`config.mk`:
```
export PLATFORM = sky130hd
export DESIGN_NAME = bcs_seq
export DESIGN_NICKNAME = d
export VERILOG_FILES = /design/src/core/bcs_pkg.sv /design/src/core/bcs_seq.sv
export SDC_FILE = /design/constraint.sdc
export NUM_CORES = 1
export LEC_CHECK = 0
export ABC_CLOCK_PERIOD_IN_PS = 5400
export BUFFER_PORTS_ARGS = -buffer_cell sky130_fd_sc_hd__buf_2
export CAP_MARGIN = 0
export CORE_UTILIZATION = 50
export DETAILED_ROUTE_END_ITERATION = 12
export MAX_ROUTING_LAYER = met4
export PLACE_DENSITY = 0.67
export SYNTH_ARGS = -nofsm -noshare
export SYNTH_HDL_FRONTEND = slang
export SYNTH_SLANG_ARGS = --single-unit
```
`constraint.sdc`:
```
create_clock -name ref_clk -period 5.4 [get_ports ref_clk]
set_input_delay 0.81 -clock ref_clk [delete_from_list [all_inputs] [get_ports ref_clk]]
set_output_delay 0.81 -clock ref_clk [all_outputs]
set_load 0.1 [all_outputs]
```
`src/core/bcs_pkg.sv`:
```
// Constants, types and register map of the bypass contactor sequencer.
// Assumes one 40 MHz clock and an Avalon-MM slave port with waitrequest.
package bcs_pkg;
	// ==========================================================
	// Timing
	localparam int unsigned CLK_HZ       = 40_000_000;
	localparam int unsigned TICK_MS      = 10;
	localparam int unsigned TICK_CYC_DEF = CLK_HZ / 1000 * TICK_MS;
	localparam int unsigned DEMAG_MS     = 3000;
	localparam logic [31:0] DEMAG_TICKS  = 32'(DEMAG_MS / TICK_MS);
	localparam logic [15:0] DLY_MAX      = 16'h7530;
	localparam logic [15:0] DLY_RST      = 16'h001e;
	localparam logic [15:0] RATED_RST    = 16'h0708;
	localparam logic [1:0]  SEL_RST      = 2'h0;
	// ==========================================================
	// Trigger selection codes
	localparam logic [1:0] SEL_OFF   = 2'h0;
	localparam logic [1:0] SEL_REQ   = 2'h1;
	localparam logic [1:0] SEL_FAULT = 2'h2;
	// ==========================================================
	// Register byte offsets
	localparam logic [4:0] OFS_CTRL  = 5'h00;
	localparam logic [4:0] OFS_DELAY = 5'h04;
	localparam logic [4:0] OFS_RATED = 5'h08;
	localparam logic [4:0] OFS_STAT  = 5'h0c;
	localparam logic [4:0] OFS_IRQ   = 5'h10;
	localparam logic [4:0] OFS_MASK  = 5'h14;
	// Interrupt bit positions
	localparam int unsigned IRQ_W       = 3;
	localparam int unsigned IRQ_ENTER   = 0;
	localparam int unsigned IRQ_MAINS   = 1;
	localparam int unsigned IRQ_RESTORE = 2;
	// ==========================================================
	// Types
	typedef enum logic [2:0] {
		ST_NORMAL, ST_BYP_DEMAG, ST_BYP_GAP, ST_BYP_MAINS,
		ST_BYP_HOLD, ST_RET_DEMAG, ST_RET_GAP
	} bcs_state_e;

	typedef struct packed {
		logic        read;
		logic        write;
		logic [4:0]  address;
		logic [31:0] writedata;
	} bcs_avs_req_s;

	typedef struct packed {
		logic drive;
		logic mains;
	} bcs_contactor_s;
endpackage

```
`src/core/bcs_seq.sv`:
```
// Bypass contactor sequencer: coasts the motor, swaps it between drive
// and mains through two interlocked contactors, returns it on run.
// Assumes synchronous inputs, 40 MHz ref_clk, an Avalon-MM master.
//
// The implementer's own choices: the Avalon-MM slave port and the placing of the registers.

// What this block does
// Request while enabled: enter bypass, coast
// Entry raises alarm and both status bypass bits
// Drop drive contactor after scaled 3 s demag
// Changeover delay, then close mains contactor
// Mains held while request stays high
// Request low opens mains contactor at once
// Run with request low clears bypass status
// After exit, demag then close drive contactor
// Changeover delay, then re-enable power output
// Drive and mains contactors never both closed
// Trigger select: off, request, request or fault
// Changeover delay 0 to 300 s, default 0.30 s
// Reset: normal, drive closed, mains open
module bcs_seq #(
	parameter int unsigned TICK_CYC = bcs_pkg::TICK_CYC_DEF
) (
	input  wire logic                   ref_clk,      // 40 MHz clock
	input  wire logic                   arst_n,       // Async reset
	input  wire bcs_pkg::bcs_avs_req_s  avs_req,      // Bus request
	output logic [31:0]                 avs_readdata, // Read data
	output logic                        avs_waitrequest, // Bus stall
	input  wire logic                   bypass_request_input, // Request
	input  wire logic                   fault_in,     // Drive fault
	input  wire logic                   run_cmd,      // Run command
	input  wire logic [15:0]            motor_speed,  // Speed, rpm
	output bcs_pkg::bcs_contactor_s     contactor_drive_output, // Coils
	output logic                        pwr_out_en,   // Power enable
	output logic                        bypass_active_alarm, // Alarm
	output logic                        drive_state_indication, // Bypass
	output logic                        logical_state_word, // Bypass
	output logic                        irq           // Interrupt
);
	// ==========================================================
	// Reset release
	logic [1:0] rs_r;
	logic       rst_n;

	always_ff @(posedge ref_clk or negedge arst_n) begin
		if (!arst_n) begin
			rs_r <= 2'h0;
		end else begin
			rs_r <= {rs_r[0], 1'b1};
		end
	end
	assign rst_n = rs_r[1];

	// ==========================================================
	// State
	typedef struct packed {
		bcs_pkg::bcs_state_e    st;
		logic [31:0]            pre;
		logic                   tick;
		logic [15:0]            t;
		logic [15:0]            spd;
		logic [1:0]             sel;
		logic [15:0]            dly;
		logic [15:0]            rated;
		logic [bcs_pkg::IRQ_W-1:0] ist;
		logic [bcs_pkg::IRQ_W-1:0] imsk;
		logic                   wait_n;
		logic                   wreq;
		logic [31:0]            rdata;
		bcs_pkg::bcs_contactor_s k;
		logic                   oen;
		logic                   alarm;
		logic                   irq;
	} bcs_regs_s;

	bcs_regs_s s_r, s_nxt;

	logic        req;
	logic        trig;
	logic        demag_done;
	logic        gap_done;
	logic [15:0] spd_now;
	logic        acc;
	logic [31:0] rmux;
	logic [bcs_pkg::IRQ_W-1:0] ev;

	assign req = bypass_request_input;
	// Trigger decode
	assign trig = (s_r.sel != bcs_pkg::SEL_OFF && req) ||
		(s_r.sel == bcs_pkg::SEL_FAULT && fault_in);
	assign spd_now = (motor_speed >= s_r.rated) ? s_r.rated : motor_speed;
	// Demag time scaled by speed over rated speed, capped at 3 s
	assign demag_done = 32'(s_r.t) * 32'(s_r.rated) >=
		bcs_pkg::DEMAG_TICKS * 32'(s_r.spd);
	assign gap_done = s_r.t >= s_r.dly;
	assign acc = (avs_req.read || avs_req.write) && s_r.wait_n;

	always_comb begin
		case (avs_req.address)
			bcs_pkg::OFS_CTRL:  rmux = {30'h0, s_r.sel};
			bcs_pkg::OFS_DELAY: rmux = {16'h0, s_r.dly};
			bcs_pkg::OFS_RATED: rmux = {16'h0, s_r.rated};
			bcs_pkg::OFS_STAT:  rmux = {21'h0, s_r.st, 4'h0, s_r.alarm,
				s_r.oen, s_r.k.mains, s_r.k.drive};
			bcs_pkg::OFS_IRQ:   rmux = {29'h0, s_r.ist};
			bcs_pkg::OFS_MASK:  rmux = {29'h0, s_r.imsk};
			default:            rmux = 32'h0;
		endcase
	end

	always_comb begin
		s_nxt = s_r;
		ev = '0;
		// 10 ms time base
		s_nxt.tick = 1'b0;
		if (s_r.pre >= 32'(TICK_CYC - 1)) begin
			s_nxt.pre = 32'h0;
			s_nxt.tick = 1'b1;
		end else begin
			s_nxt.pre = s_r.pre + 32'h1;
		end
		if (s_r.tick && s_r.t != 16'hffff) begin
			s_nxt.t = s_r.t + 16'h1;
		end

		case (s_r.st)
			bcs_pkg::ST_NORMAL, bcs_pkg::ST_RET_DEMAG, bcs_pkg::ST_RET_GAP: begin
				if (trig) begin
					s_nxt.st = bcs_pkg::ST_BYP_DEMAG;
					s_nxt.oen = 1'b0;
					s_nxt.alarm = 1'b1;
					s_nxt.t = 16'h0;
					s_nxt.spd = spd_now;
					ev[bcs_pkg::IRQ_ENTER] = 1'b1;
				end else if (s_r.st == bcs_pkg::ST_RET_DEMAG && demag_done) begin
					s_nxt.k.drive = 1'b1;
					s_nxt.t = 16'h0;
					s_nxt.st = bcs_pkg::ST_RET_GAP;
				end else if (s_r.st == bcs_pkg::ST_RET_GAP && gap_done) begin
					s_nxt.oen = 1'b1;
					s_nxt.st = bcs_pkg::ST_NORMAL;
					ev[bcs_pkg::IRQ_RESTORE] = 1'b1;
				end
			end
			bcs_pkg::ST_BYP_DEMAG: begin
				if (demag_done) begin
					s_nxt.k.drive = 1'b0;
					s_nxt.t = 16'h0;
					s_nxt.st = bcs_pkg::ST_BYP_GAP;
				end
			end
			bcs_pkg::ST_BYP_GAP: begin
				if (!req) begin
					s_nxt.st = bcs_pkg::ST_BYP_HOLD;
				end else if (gap_done && !s_r.k.drive) begin
					s_nxt.k.mains = 1'b1;
					s_nxt.st = bcs_pkg::ST_BYP_MAINS;
					ev[bcs_pkg::IRQ_MAINS] = 1'b1;
				end
			end
			bcs_pkg::ST_BYP_MAINS: begin
				if (!req) begin
					s_nxt.k.mains = 1'b0;
					s_nxt.st = bcs_pkg::ST_BYP_HOLD;
				end else begin
					s_nxt.k.mains = 1'b1;
				end
			end
			bcs_pkg::ST_BYP_HOLD: begin
				if (run_cmd && !req) begin
					s_nxt.alarm = 1'b0;
					s_nxt.t = 16'h0;
					s_nxt.spd = spd_now;
					s_nxt.st = bcs_pkg::ST_RET_DEMAG;
				end else if (req && s_r.sel != bcs_pkg::SEL_OFF) begin
					s_nxt.t = 16'h0;
					s_nxt.st = bcs_pkg::ST_BYP_GAP;
				end
			end
			default: begin
				s_nxt.st = bcs_pkg::ST_BYP_HOLD;
			end
		endcase

		// Register bus: one stall cycle, then answer
		s_nxt.wait_n = (avs_req.read || avs_req.write) && !s_r.wait_n;
		s_nxt.wreq = !s_nxt.wait_n;
		// Load read data as waitrequest drops, so it stands when taken
		if (avs_req.read && !s_r.wait_n) begin
			s_nxt.rdata = rmux;
		end
		s_nxt.ist = s_r.ist;
		if (acc && avs_req.write) begin
			case (avs_req.address)
				bcs_pkg::OFS_CTRL:  s_nxt.sel = avs_req.writedata[1:0];
				bcs_pkg::OFS_DELAY: s_nxt.dly = (avs_req.writedata[15:0] > bcs_pkg::DLY_MAX)
					? bcs_pkg::DLY_MAX : avs_req.writedata[15:0];
				bcs_pkg::OFS_RATED: s_nxt.rated = avs_req.writedata[15:0];
				bcs_pkg::OFS_IRQ:   s_nxt.ist = s_r.ist &
					~avs_req.writedata[bcs_pkg::IRQ_W-1:0];
				bcs_pkg::OFS_MASK:  s_nxt.imsk = avs_req.writedata[bcs_pkg::IRQ_W-1:0];
				default: begin
				end
			endcase
		end
		// Set wins over clear
		s_nxt.ist = s_nxt.ist | ev;
		s_nxt.irq = |(s_nxt.ist & s_nxt.imsk);
	end

	always_ff @(posedge ref_clk or negedge rst_n) begin
		if (!rst_n) begin
			s_r <= '0;
			s_r.st <= bcs_pkg::ST_NORMAL;
			s_r.k.drive <= 1'b1;
			s_r.oen <= 1'b1;
			s_r.wreq <= 1'b1;
			s_r.dly <= bcs_pkg::DLY_RST;
			s_r.rated <= bcs_pkg::RATED_RST;
			s_r.sel <= bcs_pkg::SEL_RST;
		end else begin
			s_r <= s_nxt;
		end
	end

	assign avs_readdata = s_r.rdata;
	assign avs_waitrequest = s_r.wreq;
	assign contactor_drive_output = s_r.k;
	assign pwr_out_en = s_r.oen;
	assign bypass_active_alarm = s_r.alarm;
	assign drive_state_indication = s_r.alarm;
	assign logical_state_word = s_r.alarm;
	assign irq = s_r.irq;
endmodule

```
==> flow_summary.ini, run 1 <==
[setup_path]
worst_path_most_repeated_cell = sky130_fd_sc_hd__fa_1
worst_setup_path_end_kind = flop
critPathKind = reg2reg
cp_max_fo = 8
critPathSlowestCell = sky130_fd_sc_hd__fa_1
max_stage_delay_ps = 540
arrival_ps = 8240
required_ps = 5760
critical_path.top_delay_family = adder cells
worstSetupStartpointType = flop
worstPathBufferInverterCount = 8

[clocking]
tritoncts.num_buffers = 17
postCtsHoldBufs = 0
clock_tree_from_tritoncts = built
cts_root_buf = sky130_fd_sc_hd__clkbuf_16
cts_max_path_buffers = 2
htree_num_levels = 4
cts.sink_count = 133
worst_skew_pair.late_latency_ps = 430
cts.reportedPaths.clkPinSlew_ps = 70

[outcome]
outcome = complete, but fails checks
violations_in_the_final_reports = negative setup slack

[routing]
drtPass1Iterations = 6
finalWirelength_um = 47700
drt-wirelength-per-cell_um = 17.3
postRouteAntennaNets = 0
route.vias.total = 14700
drt-vias-per-instance = 5.36
drt-initial-drc-count = 903
drt_drc_violations_left = 0

[global_route]
grt.total_usage_pct = 27.2
grt_antenna_before_repair = 0
grt_start_max_net_pins = 70
via_count_of_the_first_global_routing_pass = 14900
grt_remaining_overflow = 0
global_route_wire_length_before_repair_um = 75400

[die]
vertical_die_dimension_um = 192
die_area_sq_um = 36700
initial_core_util_pct = 50.7
core_area_sq_um = 35500
floorplan.rows = 69
dieWidth_um = 192
pin_count = 100

[placed_design]
port_buffers = 67
dpl_cell_area_sq_um = 20400
placement.setup.worst_slack_ps = -2680
dp.cells = 2699
detailedPlacementHpwl_um = 39200
gp_congestion = 0.922

[finish]
syn2layout_area_growth_pct = 19.0
layout.cells.non_filler = 2751
final_area_sq_um = 21400
n_antenna_cell = 0
nets = 2776
utilization_pct = 60.3
layout_cell_share_with_drive_strength_beyond_1_pct = 21.2

[timing]
worst_slew_pin_slew_ps = 908
fin_crit_sh_pct = 146
fmaxAchievable_mhz = 127
relSlewSlack_pct = 39.5
setup_viol_count_final = 19
slew_limit_fails = 0
finalCriticalPeriod_ps = 7890
hold_violations = 0
postLayoutSetupSlackWorst_ps = -2490
worst_clk_skew_ps = 14.2
grt_setup_unrepaired = yes

[yosys]
portion_of_the_post_synthesis_area_used_by_sequential_elements_pct = 18.6
syn-instance-count = 2017
synth-edff-count = 0
syn-cell-area_sq_um = 18000
synth.top_cells.by_count = 357 x sky130_fd_sc_hd__inv_1, 244 x sky130_fd_sc_hd__nand2_1, 222 x sky130_fd_sc_hd__ha_1
synth_ff_type = sky130_fd_sc_hd__dfrtp_1
synth.top_cell.area_share_pct = 24.2
yosys_warnings = 0
post-synth-top-count-cell = sky130_fd_sc_hd__inv_1
asyncSetResetFlopFracSynth_pct = 100
postSynthAreaPerCell_sq_um = 8.91
netlist-cell-type-count = 74
synth_seq_cells = 133
synth.area.top_cells = sky130_fd_sc_hd__fa_1 24%, sky130_fd_sc_hd__dfrtp_1 17%, sky130_fd_sc_hd__ha_1 15%, sky130_fd_sc_hd__inv_1 7.5%, sky130_fd_sc_hd__nand2_1 5.1%
synth_largest_area_cell = sky130_fd_sc_hd__fa_1

[min_path]
hold_path_class = in2async

[job]
cap_viol_max_count = 0
## cells in the final DEF, fill, tap and decap left out, types with 10 or more instances in the layout
cell type / Yosys / final
sky130_fd_sc_hd__a21o_1: 39 / 39
sky130_fd_sc_hd__nand2_1: 244 / 236
sky130_fd_sc_hd__inv_2: 0 / 15
sky130_fd_sc_hd__nand4_1: 16 / 16
sky130_fd_sc_hd__dfrtp_2: 0 / 14
sky130_fd_sc_hd__conb_1: 2 / 30
sky130_fd_sc_hd__xor2_1: 37 / 37
sky130_fd_sc_hd__a21oi_1: 56 / 49
sky130_fd_sc_hd__nor2_2: 0 / 12
sky130_fd_sc_hd__nor2b_1: 10 / 10
sky130_fd_sc_hd__o21ai_1: 9 / 11
sky130_fd_sc_hd__nor2_1: 122 / 108
sky130_fd_sc_hd__dfrtp_1: 122 / 107
sky130_fd_sc_hd__inv_1: 357 / 341
sky130_fd_sc_hd__nand3_1: 16 / 15
sky130_fd_sc_hd__nand2b_1: 13 / 13
sky130_fd_sc_hd__and2_1: 95 / 90
sky130_fd_sc_hd__buf_4: 36 / 252
sky130_fd_sc_hd__ha_1: 222 / 214
sky130_fd_sc_hd__buf_2: 0 / 68
sky130_fd_sc_hd__o21ai_0: 77 / 75
sky130_fd_sc_hd__nor3_1: 21 / 19
sky130_fd_sc_hd__dfstp_2: 11 / 11
sky130_fd_sc_hd__fa_1: 217 / 209
sky130_fd_sc_hd__mux2i_1: 31 / 31
sky130_fd_sc_hd__clkbuf_16: 0 / 17
sky130_fd_sc_hd__xnor2_1: 35 / 35
## metrics by stage
| step | setup TNS (ps) | hold WS (ps) |
|---|---|---|
| after floorplan | -36680 | 331 |
| after global placement | -45580 | 335 |
| after detailed placement | -50320 | 349 |
| after CTS | -43780 | 161 |
| after global routing | -51390 | 162 |
| final | -46710 | 169 |
## metal layers
metal	GRT usage [%]	part of all wire [%]	wire (um)
met5	-	0	0
met4	7.23	2.6	1230
met3	3.78	4.9	2320
met2	47.4	52	24600
met1	32.9	41	19500
## sequential cells by signal, summed over array words and instances (netlist names)
| signal | cells |
|---|---|
| pwr_out_en | 1 |
| contactor_drive_output | 2 |
| avs_waitrequest | 1 |
| s_r | 109 |
| irq | 1 |
| avs_readdata | 16 |
| rs_r | 2 |
| bypass_active_alarm | 1 |
## worst paths after layout
path                               from                to  slack (ps)  cells past startpoint
worst max-delay path            s_r[99]           s_r[97]       -2490                     32
worst min-delay path             arst_n           rs_r[1]         170                      1
worst max register to register  s_r[99]           s_r[97]       -2490                     32
worst min register to register  rs_r[0]           rs_r[1]         380                      0
max in group asynchronous       rs_r[1]  avs_readdata[13]        3550                      1
min in group ref_clk            rs_r[0]           rs_r[1]         380                      0
## cell families after synthesis
kind of cell    share of synthesized area [%]
mux                                      2.16
flops                                    18.6
compound gates                           10.8
fa+ha+maj                                39.6
buf+inv                                  10.8
xor+xnor                                 3.51
other cells                            0.0418
simple gates                             14.5
## layout make-up
type	count	area (sq um)
fillers	3074	14100
multi-input cells	1438	13200
flip-flops and latches	133	3360
repair buffers	329	2350
inverters	358	1350
well taps	461	577
clock buffers	17	425
clock inverters	15	160
## repair_timing
item	CTS	global route
resized for setup	27	52
endpoints found under the hold margin	0	0
setup buffers	5	14
cloned	1	0
pin swaps	5	30
endpoints found under the setup margin	19	19
## worst reg2reg max path: cells and delay by family, from the launching register on
family,cells,cell delay (ps)
fa+ha+maj,8,3480
compound gates,8,1990
simple gates,7,970
buf+inv,8,810
flops,1,420
xor+xnor,1,150
Power of run 1 is left out: the tool's default activity adds up to more than one toggle a clock period on the data nets, which glitch-free logic cannot reach.
==> run 2, diff against run 1 <==
Settings changed: CELL_PAD_IN_SITES_DETAIL_PLACEMENT set to 2, CELL_PAD_IN_SITES_GLOBAL_PLACEMENT set to 2, CORE_UTILIZATION 50 to 40, PLACE_DENSITY 0.67 to unset, PLACE_DENSITY_LB_ADDON set to 0.1.
==> run 2 against run 1 <==
Net effect:
- the run still ends with negative setup slack left
- count of clock-buffer cells in the layout grew 2
- clock skew is 4.3 ps higher
- routed wire length increased by 59%
- sequential share of layout area decreased by 0.25 points
- largest cell class unchanged
- fmax shrank 5.5%
- cell area grew 1.6%
- hold slack got worse by 66 ps
- first-iteration DRC count fell by 1.7%
- critical path type unchanged
- non-clock buffer count increased by 19
- sequential cell count stayed put
- critical path depth rose by 3
==> flow_summary.ini, run 2 (synthesized netlist as in run 1, its figures left out) <==
[setup_path]
critical_path.top_delay_family = adder cells
max_stage_delay_ps = 650
critical_path.reg2reg.startpoint = s_r[54]
worstSetupStartpointType = flop
critical_path.reg2reg.endpoint = s_r[101]
reg_to_reg_setup_timing_slack_ps = -2940
worst_path_most_repeated_cell = sky130_fd_sc_hd__fa_1
worstPathBufferInverterCount = 7
timing.reg2reg.worst_path_depth = 35
critPathKind = reg2reg
cp_max_fo = 8
required_ps = 5820
critPathSlowestCell = sky130_fd_sc_hd__dfstp_2
worst_setup_path_end_kind = flop
arrival_ps = 8760

[global_route]
global_route.usage.met3_pct = 4.43
busiest_layer_in_global_routing = met2
grt_remaining_overflow = 0
global_routing_usage_on_met1_pct = 36.5
grt.total_usage_pct = 33.4
grt_antenna_before_repair = 1
grtUsageMet2_pct = 59.2
via_count_of_the_first_global_routing_pass = 18900
grt_start_max_net_pins = 63
global_route_wire_length_before_repair_um = 112000

[finish]
final_area_sq_um = 21700
largest_register_ff_count = 109
syn2layout_area_growth_pct = 21.0
n_antenna_cell = 0
nets = 2794
layout.cells.non_filler = 2900
layout_cell_share_with_drive_strength_beyond_1_pct = 21.4
leading_cell_types_in_the_layout_fill_and_taps_excluded = 345 x sky130_fd_sc_hd__inv_1, 267 x sky130_fd_sc_hd__buf_4, 233 x sky130_fd_sc_hd__nand2_1, 213 x sky130_fd_sc_hd__ha_1, 210 x sky130_fd_sc_hd__fa_1
final_common_cell = sky130_fd_sc_hd__inv_1
regMostFlops = s_r

[routing]
postRouteAntennaNets = 0
finalWirelength_um = 76100
route.vias.total = 15900
drt-wirelength-per-cell_um = 26.2
drt-initial-drc-count = 888
drt-vias-per-instance = 5.49
drtPass1Iterations = 7
drt_drc_violations_left = 0

[timing]
fin_crit_sh_pct = 154
hold_slack_ps = 103
grt_setup_unrepaired = yes
worst_clk_skew_ps = 18.4
relSlewSlack_pct = 36.3
setup_viol_count_final = 19
fmaxAchievable_mhz = 120
worst_slew_pin_slew_ps = 955
hold_violations = 0
finalCriticalPeriod_ps = 8340
slew_limit_fails = 0
postLayoutSetupSlackWorst_ps = -2940

[placed_design]
gp_congestion = 0.890
dpl_cell_area_sq_um = 20600
port_buffers = 67
placement.setup.worst_slack_ps = -2740
dp.cells = 2836
detailedPlacementHpwl_um = 55200

[die]
die_area_sq_um = 45800
pin_count = 100
floorplan.rows = 77
core_area_sq_um = 44300
vertical_die_dimension_um = 214
dieWidth_um = 214
initial_core_util_pct = 40.6

[clocking]
worst_skew_pair.late_latency_ps = 490
cts.reportedPaths.clkPinSlew_ps = 80
tritoncts.num_buffers = 17
clock_tree_from_tritoncts = built
cts_max_path_buffers = 2
cts.sink_count = 133
htree_num_levels = 4
cts_root_buf = sky130_fd_sc_hd__clkbuf_16

[job]
cap_viol_max_count = 0

[outcome]
outcome = complete, but fails checks
violations_in_the_final_reports = negative setup slack

[min_path]
hold_path_class = in2async
[run 2: cell count changes in the layout (fill, tap and decap cells not counted), moves of 3 or more]
cell	delta
sky130_fd_sc_hd__nor2_4	+7
sky130_fd_sc_hd__a21oi_2	-4
sky130_fd_sc_hd__nor2_2	-7
sky130_fd_sc_hd__and2_4	-4
sky130_fd_sc_hd__and2_1	+4
sky130_fd_sc_hd__buf_4	+15
sky130_fd_sc_hd__nand2_1	-3
sky130_fd_sc_hd__buf_6	+4
sky130_fd_sc_hd__inv_1	+4
sky130_fd_sc_hd__inv_6	-3
[run 2: final cells by class]
cell class	count	area [sq um]
clock inverter	13	148
sequential	133	3360
inverter	358	1340
clock buffer	19	443
timing repair buffer	348	2540
multi-input combinational	1437	13200
fill	4787	22600
tap	592	741
[run 2: through the flow]
stage,TNS (ps),utilization (%)
2_1_floorplan,-36680,-
3_3_place_gp,-44240,46.6
3_5_place_dp,-51350,46.6
4_1_cts,-48440,48.6
5_1_grt,-59760,49.1
6_report,-55330,49.1
[run 2: how the worst max path moves through the flow]
stage	slack (ps)	to	depth (start not counted)	from
CTS	-2600	s_r[144]	35	s_r[100]
finish	-2940	s_r[101]	35	s_r[54]
detailed placement	-2740	s_r[102]	31	s_r[99]
global placement	-2340	s_r[96]	33	s_r[105]
floorplan	-2010	s_r[100]	38	s_r[53]
global route	-3190	s_r[101]	34	s_r[49]
[run 2: routing by layer]
layer | wire length [um] | up-vias | part of all wire [%]
met1 | 29000 | 8365 | 38
met3 | 2790 | 221 | 3.7
met4 | 4470 | 0 | 5.9
met2 | 39800 | 406 | 52
li1 | - | 6923 | -
met5 | 0 | - | 0
[run 2: repair_timing]
item,CTS,global route
buffers inserted,22,10
endpoints found under the hold margin,0,0
hold buffers,0,0
pin swaps,21,11
endpoints found under the setup margin,19,19
resized for setup,48,36
Power of run 2 is left out for the same reason.
